==> config.mk <==
export PLATFORM = sky130hd
export DESIGN_NAME = ldsb_driver_flat
export DESIGN_NICKNAME = d
export VERILOG_FILES = /design/src/ldsb_pkg.sv /design/src/ldsb_if.sv /design/src/ldsb_driver.sv /design/src/flat_wrapper.sv
export SDC_FILE = /design/constraint.sdc
export NUM_CORES = 2
export LEC_CHECK = 0
export BUFFER_PORTS_ARGS = -buffer_cell sky130_fd_sc_hd__buf_2
export CORE_MARGIN = 2
export CORE_UTILIZATION = 40
export DETAILED_ROUTE_END_ITERATION = 10
export GPL_ROUTABILITY_DRIVEN = 1
export PLACE_DENSITY = 0.58
export SYNTH_ARGS = -nofsm -noshare
export SYNTH_HDL_FRONTEND = slang
export SYNTH_SLANG_ARGS = --single-unit
==> constraint.sdc <==
create_clock -name CORE_CLK_I -period 2.8 [get_ports CORE_CLK_I]
set_input_delay 0.14 -clock CORE_CLK_I [delete_from_list [all_inputs] [get_ports CORE_CLK_I]]
set_output_delay 0.14 -clock CORE_CLK_I [all_outputs]
set_load 0.05 [all_outputs]
==> src/ldsb_pkg.sv <==
package ldsb_pkg;
    localparam int          NUM_CH        = 16;
    localparam int          GS_BITS       = 12;
    localparam int          DC_BITS       = 6;
    localparam int          GS_LEN        = 192;
    localparam int          DC_LEN        = 96;
    localparam int          CNT_BITS      = 12;
    localparam int          CLK_PERIOD_PS = 5000;
    localparam int          STAGGER_PS    = 20000;
    localparam int          STAGGER_CYC   = STAGGER_PS / CLK_PERIOD_PS;
    localparam int          MAX_DELAY_PS  = 300000;
    localparam int          MAX_DELAY_CYC = MAX_DELAY_PS / CLK_PERIOD_PS;
    localparam int          DET_DELAY_PS  = 1000000;
    localparam int          DET_DELAY_CYC = (DET_DELAY_PS + CLK_PERIOD_PS - 1) / CLK_PERIOD_PS;
    localparam int          SID_TEF_POS   = 16;
    localparam int          LINK_DIV      = 8;
    localparam logic [11:0] GS_MAX        = 12'hFFF;
endpackage

==> src/ldsb_if.sv <==
`timescale 1ns/10ps
interface ldsb_if;
    logic shift_clock;
    logic serial_in;
    logic serial_out;
    logic latch_pulse;
    logic mode_select;
    logic output_off;
    logic grayscale_ref_clock;
    logic error_n_output_o;
    logic error_n_output_oe;

    modport driver_end
    (
        input  shift_clock,
        input  serial_in,
        output serial_out,
        input  latch_pulse,
        input  mode_select,
        input  output_off,
        input  grayscale_ref_clock,
        output error_n_output_o,
        output error_n_output_oe
    );

    modport ctrl_end
    (
        output shift_clock,
        output serial_in,
        input  serial_out,
        output latch_pulse,
        output mode_select,
        output output_off,
        output grayscale_ref_clock,
        input  error_n_output_o,
        input  error_n_output_oe
    );
endinterface

==> src/ldsb_driver.sv <==
// Contract
// RULE_01: shift serial_in on shift clock rise
// RULE_02: latch transparent while latch pulse high
// RULE_03: controller sends words MSB first
// RULE_04: shift length 96 or 192 by mode
// RULE_05: controller latches grayscale at cycle end; ldsb_ctrl latches after each shifted word, ignoring the grayscale cycle
// RULE_06: latched grayscale takes effect immediately
// RULE_07: serial out feeds chained devices
// RULE_08: error output low on thermal or open
// RULE_09: output off masks open flags on error
// RULE_10: thermal flag follows detector, readable in status
// RULE_11: open flag needs on, delay, low voltage
// RULE_12: capture open bits at latch fall
// RULE_13: controller pulses latch while error asserted; ldsb_ctrl pulses it only after each shifted word and ignores ERROR_O
// RULE_14: stagger channels 20ns each, 300ns max
// RULE_15: output off disables all outputs
// RULE_16: output off resets grayscale counter
// RULE_17: short low gives min of count, duration
// RULE_18: mode select low grayscale, high dot correction
// RULE_19: latch copies into register chosen by mode
// RULE_20: status bits 0-15 open, bit 16 thermal
// RULE_21: serial out from last shift stage
`timescale 1ns/10ps
module ldsb_driver
(
    input  wire logic                       CORE_CLK_I,
    input  wire logic                       RST_I,
    ldsb_if.driver_end                      LINK,
    input  wire logic                       OVERTEMP_I,
    input  wire logic [ldsb_pkg::NUM_CH-1:0] OUT_LOW_I,
    output logic      [ldsb_pkg::NUM_CH-1:0] CHANNEL_OUTPUT_O,
    output logic      [ldsb_pkg::GS_LEN-1:0] GRAYSCALE_REGISTER_O,
    output logic      [ldsb_pkg::DC_LEN-1:0] DOT_CORRECTION_O,
    output logic                            THERMAL_FLAG_O,
    output logic      [ldsb_pkg::NUM_CH-1:0] OPEN_LED_FLAG_O
);
    localparam int N = ldsb_pkg::NUM_CH;
    localparam int L = ldsb_pkg::GS_LEN;

    // =====================================================================
    // synchronisers
    // =====================================================================
    logic [5:0]   s1_reg;
    logic [5:0]   s2_reg;
    logic         sclk_d_reg;
    logic         lat_d_reg;
    logic [N-1:0] low_s1_reg;
    logic [N-1:0] low_s2_reg;
    logic         ot_s1_reg;
    logic         ot_s2_reg;

    always_ff @(posedge CORE_CLK_I)
    begin
        if (RST_I)
        begin
            s1_reg     <= 6'h00;
            s2_reg     <= 6'h00;
            sclk_d_reg <= 1'b0;
            lat_d_reg  <= 1'b0;
            low_s1_reg <= '0;
            low_s2_reg <= '0;
            ot_s1_reg  <= 1'b0;
            ot_s2_reg  <= 1'b0;
        end
        else
        begin
            s1_reg     <= {LINK.grayscale_ref_clock, LINK.output_off, LINK.mode_select,
                           LINK.latch_pulse, LINK.serial_in, LINK.shift_clock};
            s2_reg     <= s1_reg;
            sclk_d_reg <= s2_reg[0];
            lat_d_reg  <= s2_reg[2];
            low_s1_reg <= OUT_LOW_I;
            low_s2_reg <= low_s1_reg;
            ot_s1_reg  <= OVERTEMP_I;
            ot_s2_reg  <= ot_s1_reg;
        end
    end

    logic sclk_rise;
    logic sin_s;
    logic lat_s;
    logic lat_fall;
    logic dc_mode;
    logic off_s;
    logic grayscale_ref_clock_s;
    assign sclk_rise = s2_reg[0] && !sclk_d_reg;
    assign sin_s     = s2_reg[1];
    assign lat_s     = s2_reg[2];
    assign lat_fall  = !s2_reg[2] && lat_d_reg;
    assign dc_mode   = s2_reg[3];              // RULE_18
    assign off_s     = s2_reg[4];
    assign grayscale_ref_clock_s   = s2_reg[5];

    // =====================================================================
    // shift register and latches
    // =====================================================================
    logic [L-1:0] shift_reg;
    logic         serial_out_reg;
    logic         tef_reg;
    logic [N-1:0] lod_reg;
    logic [N-1:0] lod_snap_reg;
    logic [L-1:0] status_info_data;

    always_comb
    begin
        status_info_data                                = '0;
        status_info_data[N-1:0]                         = lod_snap_reg;     // RULE_20
        status_info_data[ldsb_pkg::SID_TEF_POS]         = tef_reg;          // RULE_10
    end

    always_ff @(posedge CORE_CLK_I)
    begin
        if (RST_I)
        begin
            shift_reg <= '0;
            serial_out_reg  <= 1'b0;
        end
        else if (lat_fall && !dc_mode)
        begin
            shift_reg <= status_info_data;
            serial_out_reg  <= status_info_data[L-1];
        end
        else if (sclk_rise && !lat_s)
        begin
            shift_reg <= {shift_reg[L-2:0], sin_s};                         // RULE_01
            if (dc_mode)
            begin
                serial_out_reg <= shift_reg[ldsb_pkg::DC_LEN-2];                  // RULE_04
            end
            else
            begin
                serial_out_reg <= shift_reg[L-2];                                 // RULE_21
            end
        end
    end
    assign LINK.serial_out = serial_out_reg;                                      // RULE_07

    always_ff @(posedge CORE_CLK_I)
    begin
        if (RST_I)
        begin
            GRAYSCALE_REGISTER_O <= '0;
            DOT_CORRECTION_O     <= '0;
        end
        else if (lat_s)                                                     // RULE_02
        begin
            if (dc_mode)
            begin
                DOT_CORRECTION_O <= shift_reg[ldsb_pkg::DC_LEN-1:0];        // RULE_19
            end
            else
            begin
                GRAYSCALE_REGISTER_O <= shift_reg;                          // RULE_06
            end
        end
    end

    always_ff @(posedge CORE_CLK_I)
    begin
        if (RST_I)
        begin
            lod_snap_reg <= '0;
        end
        else if (lat_fall)
        begin
            lod_snap_reg <= lod_reg;                                        // RULE_12
        end
    end

    // =====================================================================
    // grayscale counter and staggered outputs
    // =====================================================================
    logic                          gs_d_reg;
    logic [ldsb_pkg::CNT_BITS-1:0] cnt_reg;
    logic [N-1:0]                  pwm_on;

    always_ff @(posedge CORE_CLK_I)
    begin
        if (RST_I)
        begin
            gs_d_reg <= 1'b0;
            cnt_reg  <= '0;
        end
        else
        begin
            gs_d_reg <= grayscale_ref_clock_s;
            if (off_s)
            begin
                cnt_reg <= '0;                                              // RULE_16
            end
            else if (grayscale_ref_clock_s && !gs_d_reg && cnt_reg != ldsb_pkg::GS_MAX)
            begin
                cnt_reg <= cnt_reg + 12'h001;
            end
        end
    end

    // staggered copies of the blank-gated pwm; outputs follow it
    logic [ldsb_pkg::MAX_DELAY_CYC:0] dly_reg [N];
    logic [N-1:0]                     det_done;
    logic [9:0]                       det_cnt_reg [N];

    genvar g;
    generate
        for (g = 0; g < N; g++)
        begin : g_ch
            localparam int D = g * ldsb_pkg::STAGGER_CYC;
            assign pwm_on[g] = !off_s &&
                               (cnt_reg < GRAYSCALE_REGISTER_O[g*ldsb_pkg::GS_BITS +: ldsb_pkg::GS_BITS]); // RULE_17
            always_ff @(posedge CORE_CLK_I)
            begin
                if (RST_I)
                begin
                    dly_reg[g] <= '0;
                end
                else
                begin
                    dly_reg[g] <= {dly_reg[g][ldsb_pkg::MAX_DELAY_CYC-1:0], pwm_on[g]};
                end
            end
            // blank forces off at once; turn-on and turn-off are delayed
            assign CHANNEL_OUTPUT_O[g] = !off_s && dly_reg[g][D];           // RULE_14 RULE_15

            always_ff @(posedge CORE_CLK_I)
            begin
                if (RST_I || !CHANNEL_OUTPUT_O[g])
                begin
                    det_cnt_reg[g] <= '0;
                end
                else if (!det_done[g])
                begin
                    det_cnt_reg[g] <= det_cnt_reg[g] + 10'h001;
                end
            end
            assign det_done[g] = (det_cnt_reg[g] == 10'(ldsb_pkg::DET_DELAY_CYC));

            always_ff @(posedge CORE_CLK_I)
            begin
                if (RST_I)
                begin
                    lod_reg[g] <= 1'b0;
                end
                else
                begin
                    lod_reg[g] <= CHANNEL_OUTPUT_O[g] && det_done[g] && low_s2_reg[g]; // RULE_11
                end
            end
        end
    endgenerate

    // =====================================================================
    // error flags
    // =====================================================================
    always_ff @(posedge CORE_CLK_I)
    begin
        if (RST_I)
        begin
            tef_reg <= 1'b0;
        end
        else
        begin
            tef_reg <= ot_s2_reg;                                           // RULE_10
        end
    end

    assign THERMAL_FLAG_O          = tef_reg;
    assign OPEN_LED_FLAG_O         = lod_reg;
    assign LINK.error_n_output_o   = 1'b0;
    assign LINK.error_n_output_oe  = tef_reg || ((|lod_reg) && !off_s);     // RULE_08 RULE_09
endmodule

==> src/flat_wrapper.sv <==
// flat-port wrapper written by rule: the top's interface ports become plain ports
module ldsb_driver_flat 
  (CORE_CLK_I, RST_I, OVERTEMP_I, OUT_LOW_I, CHANNEL_OUTPUT_O, GRAYSCALE_REGISTER_O, DOT_CORRECTION_O, THERMAL_FLAG_O, OPEN_LED_FLAG_O, LINK_shift_clock, LINK_serial_in, LINK_serial_out, LINK_latch_pulse, LINK_mode_select, LINK_output_off, LINK_grayscale_ref_clock, LINK_error_n_output_o, LINK_error_n_output_oe);
  ldsb_if LINK_i ();
  input  wire logic CORE_CLK_I;
  input  wire logic RST_I;
  input  wire logic OVERTEMP_I;
  input  wire logic [ldsb_pkg::NUM_CH-1:0] OUT_LOW_I;
  output logic      [ldsb_pkg::NUM_CH-1:0] CHANNEL_OUTPUT_O;
  output logic      [ldsb_pkg::GS_LEN-1:0] GRAYSCALE_REGISTER_O;
  output logic      [ldsb_pkg::DC_LEN-1:0] DOT_CORRECTION_O;
  output logic THERMAL_FLAG_O;
  output logic      [ldsb_pkg::NUM_CH-1:0] OPEN_LED_FLAG_O;
  input wire logic [$bits(LINK_i.shift_clock)-1:0] LINK_shift_clock;
  input wire logic [$bits(LINK_i.serial_in)-1:0] LINK_serial_in;
  output wire logic [$bits(LINK_i.serial_out)-1:0] LINK_serial_out;
  input wire logic [$bits(LINK_i.latch_pulse)-1:0] LINK_latch_pulse;
  input wire logic [$bits(LINK_i.mode_select)-1:0] LINK_mode_select;
  input wire logic [$bits(LINK_i.output_off)-1:0] LINK_output_off;
  input wire logic [$bits(LINK_i.grayscale_ref_clock)-1:0] LINK_grayscale_ref_clock;
  output wire logic [$bits(LINK_i.error_n_output_o)-1:0] LINK_error_n_output_o;
  output wire logic [$bits(LINK_i.error_n_output_oe)-1:0] LINK_error_n_output_oe;
  assign LINK_i.shift_clock = LINK_shift_clock;
  assign LINK_i.serial_in = LINK_serial_in;
  assign LINK_serial_out = LINK_i.serial_out;
  assign LINK_i.latch_pulse = LINK_latch_pulse;
  assign LINK_i.mode_select = LINK_mode_select;
  assign LINK_i.output_off = LINK_output_off;
  assign LINK_i.grayscale_ref_clock = LINK_grayscale_ref_clock;
  assign LINK_error_n_output_o = LINK_i.error_n_output_o;
  assign LINK_error_n_output_oe = LINK_i.error_n_output_oe;
  ldsb_driver u_core (.CORE_CLK_I(CORE_CLK_I), .RST_I(RST_I), .LINK(LINK_i), .OVERTEMP_I(OVERTEMP_I), .OUT_LOW_I(OUT_LOW_I), .CHANNEL_OUTPUT_O(CHANNEL_OUTPUT_O), .GRAYSCALE_REGISTER_O(GRAYSCALE_REGISTER_O), .DOT_CORRECTION_O(DOT_CORRECTION_O), .THERMAL_FLAG_O(THERMAL_FLAG_O), .OPEN_LED_FLAG_O(OPEN_LED_FLAG_O));
endmodule
==> metrics.md <==
| Metric | Value |
|---|---|
| Status | `completed` |
| RD Place Congestion | `0.8163` |
| Cells after Synth | `4917` |
| Max-slew violations | `0` |
| Gate power share | `0.019` |
| DR vias/cell | `4.829` |
| Area growth from synthesis to layout | `17.61%` |
| Seq/Total Area, Yosys | `0.5714` |
| Pre-CTS WS | `0.5525 ns` |
| Accumulated negative setup slack | `0 ns` |
| IO Port Bufs | `347` |
| Final worst slack | `0.4577 ns` |
| CTS tree | `done` |
| Worst R2R Start | `u_core.det_cnt_reg[14][0]` |
| Lkg Pwr | `20.56 nW` |
| #FFs+latches synth | `1231` |
| Starting Density | `0.4022` |
| Vias | `33100` |
| Hold Violations, Final | `0` |
| Fillers | `11000` |
| Pwr Density | `674.5 mW/mm²` |
| Top-level I/O count | `349` |
| Sequential fraction of design power | `0.492` |
| Grt peak-use layer | `met2` |
| Met3 usage | `0.04316` |
| First-iteration detailed-routing DRC count | `1880` |
| Antenna-violating nets left | `0` |
| Cts bufs inserted | `131` |
| GR Util met2 | `0.2870` |
| Final instance area | `0.05402 mm²` |
| Root buffer cell | `clkbuf_16` |
| Total GRT Usage | `0.1868` |
| Commonest cells after routing, fill and taps aside | `1103 x nand2_1, 1059 x dfxtp_1, 554 x nor2b_1` |
| First-pass GRT wire length | `173.8 mm` |
| Switching share of power | `0.2101` |
| Mean post-synth cell area | `9.341 µm²` |
| Cell variety after synth | `56` |
| Max reg flops | `496` |
| Post-DP HPWL | `73.25 mm` |
| Largest net degree at the start of global routing | `156` |
| Num rows | `124` |
| Clk pwr share | `0.489` |
| Net count, final | `5472` |
| Clk_lat worst skew | `0.72 ns` |
| Post-CTS resize count | `0` |
| Ant diodes | `0` |
| DR DRC count | `0` |
| Post-CTS Hold Buffers | `24` |
| Clock Path Buffers | `3` |
| Skew final | `0.02339 ns` |
| Fin cells | `6855` |
| Synthesized Nets | `5151` |
| Area post-placement | `0.04928 mm²` |
| GR Overflow Total | `0` |
| Synthesized area | `0.04593 mm²` |
| Minimum clock period | `2.342 ns` |
| Max FO, Critical Path | `3` |
| Synth warnings | `0` |
| Crit share post-route | `0.8365` |
| Clock slew seen by the registers of the worst setup and hold paths | `0.06 ns` |
| Layout cells sized above 1 | `0.1211` |
| Setup violators final | `0` |
| Die Span X | `342.9 µm` |
| Vias in the first global route | `30940` |
| Routed WL | `111.7 mm` |
| Drt first pass iters | `6` |
| Post-synth top flop | `dfxtp_1` |
| H-tree Lvls | `4` |
| Hold wc startpoint | `OUT_LOW_I[2]` |
| Commonest non-fill, non-tap cell in the layout | `nand2_1` |
| CORE AREA | `0.1142 mm²` |
| Kind of critical path | `flip-flop to output port` |
| Setup bufs post-CTS | `0` |
| Internal power | `28.78 mW` |
| Max cap viols | `0` |
| FMAX | `0.4269 GHz` |
| Die H | `342.9 µm` |
| HP Class | `input pin to flip-flop` |
| Worst setup SP type | `flip-flop` |
| Clock sinks | `1231` |
| Wire per inst | `16.30 µm` |
| Met1 usage | `0.2528` |
| Initial antenna violation count | `4` |
| Critical Path Source | `u_core.OPEN_LED_FLAG_O[2]` |
| Max IR drop VDD | `0.5885 mV` |
| Slew headroom | `0.4814` |
| Die area | `0.1176 mm²` |
| RSZ-0062 raised after global routing | `false` |
| Post-synth EDFFs | `160` |
| CP endpoint kind | `output port` |
| Total power | `36.44 mW` |
| Async S/R FF share, synth | `0` |
| Crit path arrival time | `2.20 ns` |
| Worst-Margin Slew | `0.7779 ns` |
| Crit path required time | `2.66 ns` |
| Net load switching power | `7.654 mW` |
| Placed Cells | `6593` |
cell usage after synthesis, drive strengths merged, types with 2 or more instances:
master | number | share of area
a41o | 2 | 0.00044
nor2b | 555 | 0.076
a2111oi | 3 | 0.00057
nor2 | 238 | 0.020
nor4 | 18 | 0.0025
clkbuf | 175 | 0.014
o21a | 14 | 0.0023
or3 | 6 | 0.00082
nand3 | 89 | 0.0099
or2 | 9 | 0.0012
and4 | 20 | 0.0038
nand2b | 9 | 0.0012
xnor2 | 82 | 0.016
dfxtp | 1071 | 0.47
a311oi | 18 | 0.0034
o211ai | 3 | 0.00049
inv | 245 | 0.020
edfxtp | 160 | 0.10
a211o | 5 | 0.00095
and2 | 3 | 0.00041
a21o | 6 | 0.00098
buf | 68 | 0.0092
nor3 | 40 | 0.0044
o21bai | 4 | 0.00065
o311ai | 2 | 0.00038
nand3b | 2 | 0.00041
o21ai | 43 | 0.0047
a31oi | 2 | 0.00027
nand2 | 1104 | 0.090
nand4 | 48 | 0.0065
mux2i | 2 | 0.00044
a211oi | 16 | 0.0026
xor2 | 46 | 0.0088
a21oi | 543 | 0.059
ha | 209 | 0.057
nor3b | 28 | 0.0047
or4b | 2 | 0.00044
and3 | 6 | 0.00082
nor4b | 12 | 0.0023
per-layer routing:
metal | part of all wire | vias up
li1 | - | 16640
met1 | 0.46 | 15500
met2 | 0.44 | 746
met3 | 0.063 | 216
met4 | 0.038 | 4
met5 | 0.00019 | -
worst max-delay path, cell delays in order (launching register included):
cell and delay (ns):
dfxtp_1 0.42, nor4_1 0.43, a41oi_1 0.15, or2_2 0.28, buf_2 0.21
power groups by stage:
stage	combinational, mW	sequential, mW	clock, mW
3_5_place_dp	0.689	18.3	0
5_1_grt	0.773	17.9	19.0
3_3_place_gp	0.689	18.3	0
6_report	0.707	17.9	17.8
4_1_cts	0.720	17.9	18.3
2_1_floorplan	0.446	18.3	0
cells by family (layout without fill, tap and decap cells):
family,count (synthesis),after routing,share of synthesized area
xor+xnor,128,128,0.02441
other cells,1,1,0.00008164
flops,1231,1231,0.5714
mux,2,2,0.0004359
simple gates,2193,2193,0.2255
compound gates,665,665,0.07766
buf+inv,488,914,0.04356
fa+ha+maj,209,209,0.05693
path summary, 6_finish.rpt:
path	endpoint	slack [ns]	cells past startpoint
max reg2reg	u_core.det_cnt_reg[14][1]	0.49	5
min reg2reg	u_core.OPEN_LED_FLAG_O[10]	0.41	2
min	u_core.low_s1_reg[2]	0.17	3
max	LINK_error_n_output_oe	0.46	4
through the flow:
stage	hold slack (ns)	utilization
final	0.1731	0.4731
after global routing	0.1665	0.4731
after CTS	0.1227	0.4731
after detailed placement	0.3576	0.4315
after global placement	0.3611	0.4315
after floorplan	0.2682	-
area by class of cell:
cell class              instances  area (µm²)  area share
clock buffers                 196        3988     0.07381
flip-flops and latches       1231       26260      0.4861
well taps                    1512        1892     0.03502
repair buffers                431        2713     0.05021
clock inverters                42       518.0    0.009589
multi-input cells            3198       17730      0.3282
inverters                     245       919.6     0.01702
Note: power is estimated with default switching activity, not from simulation.
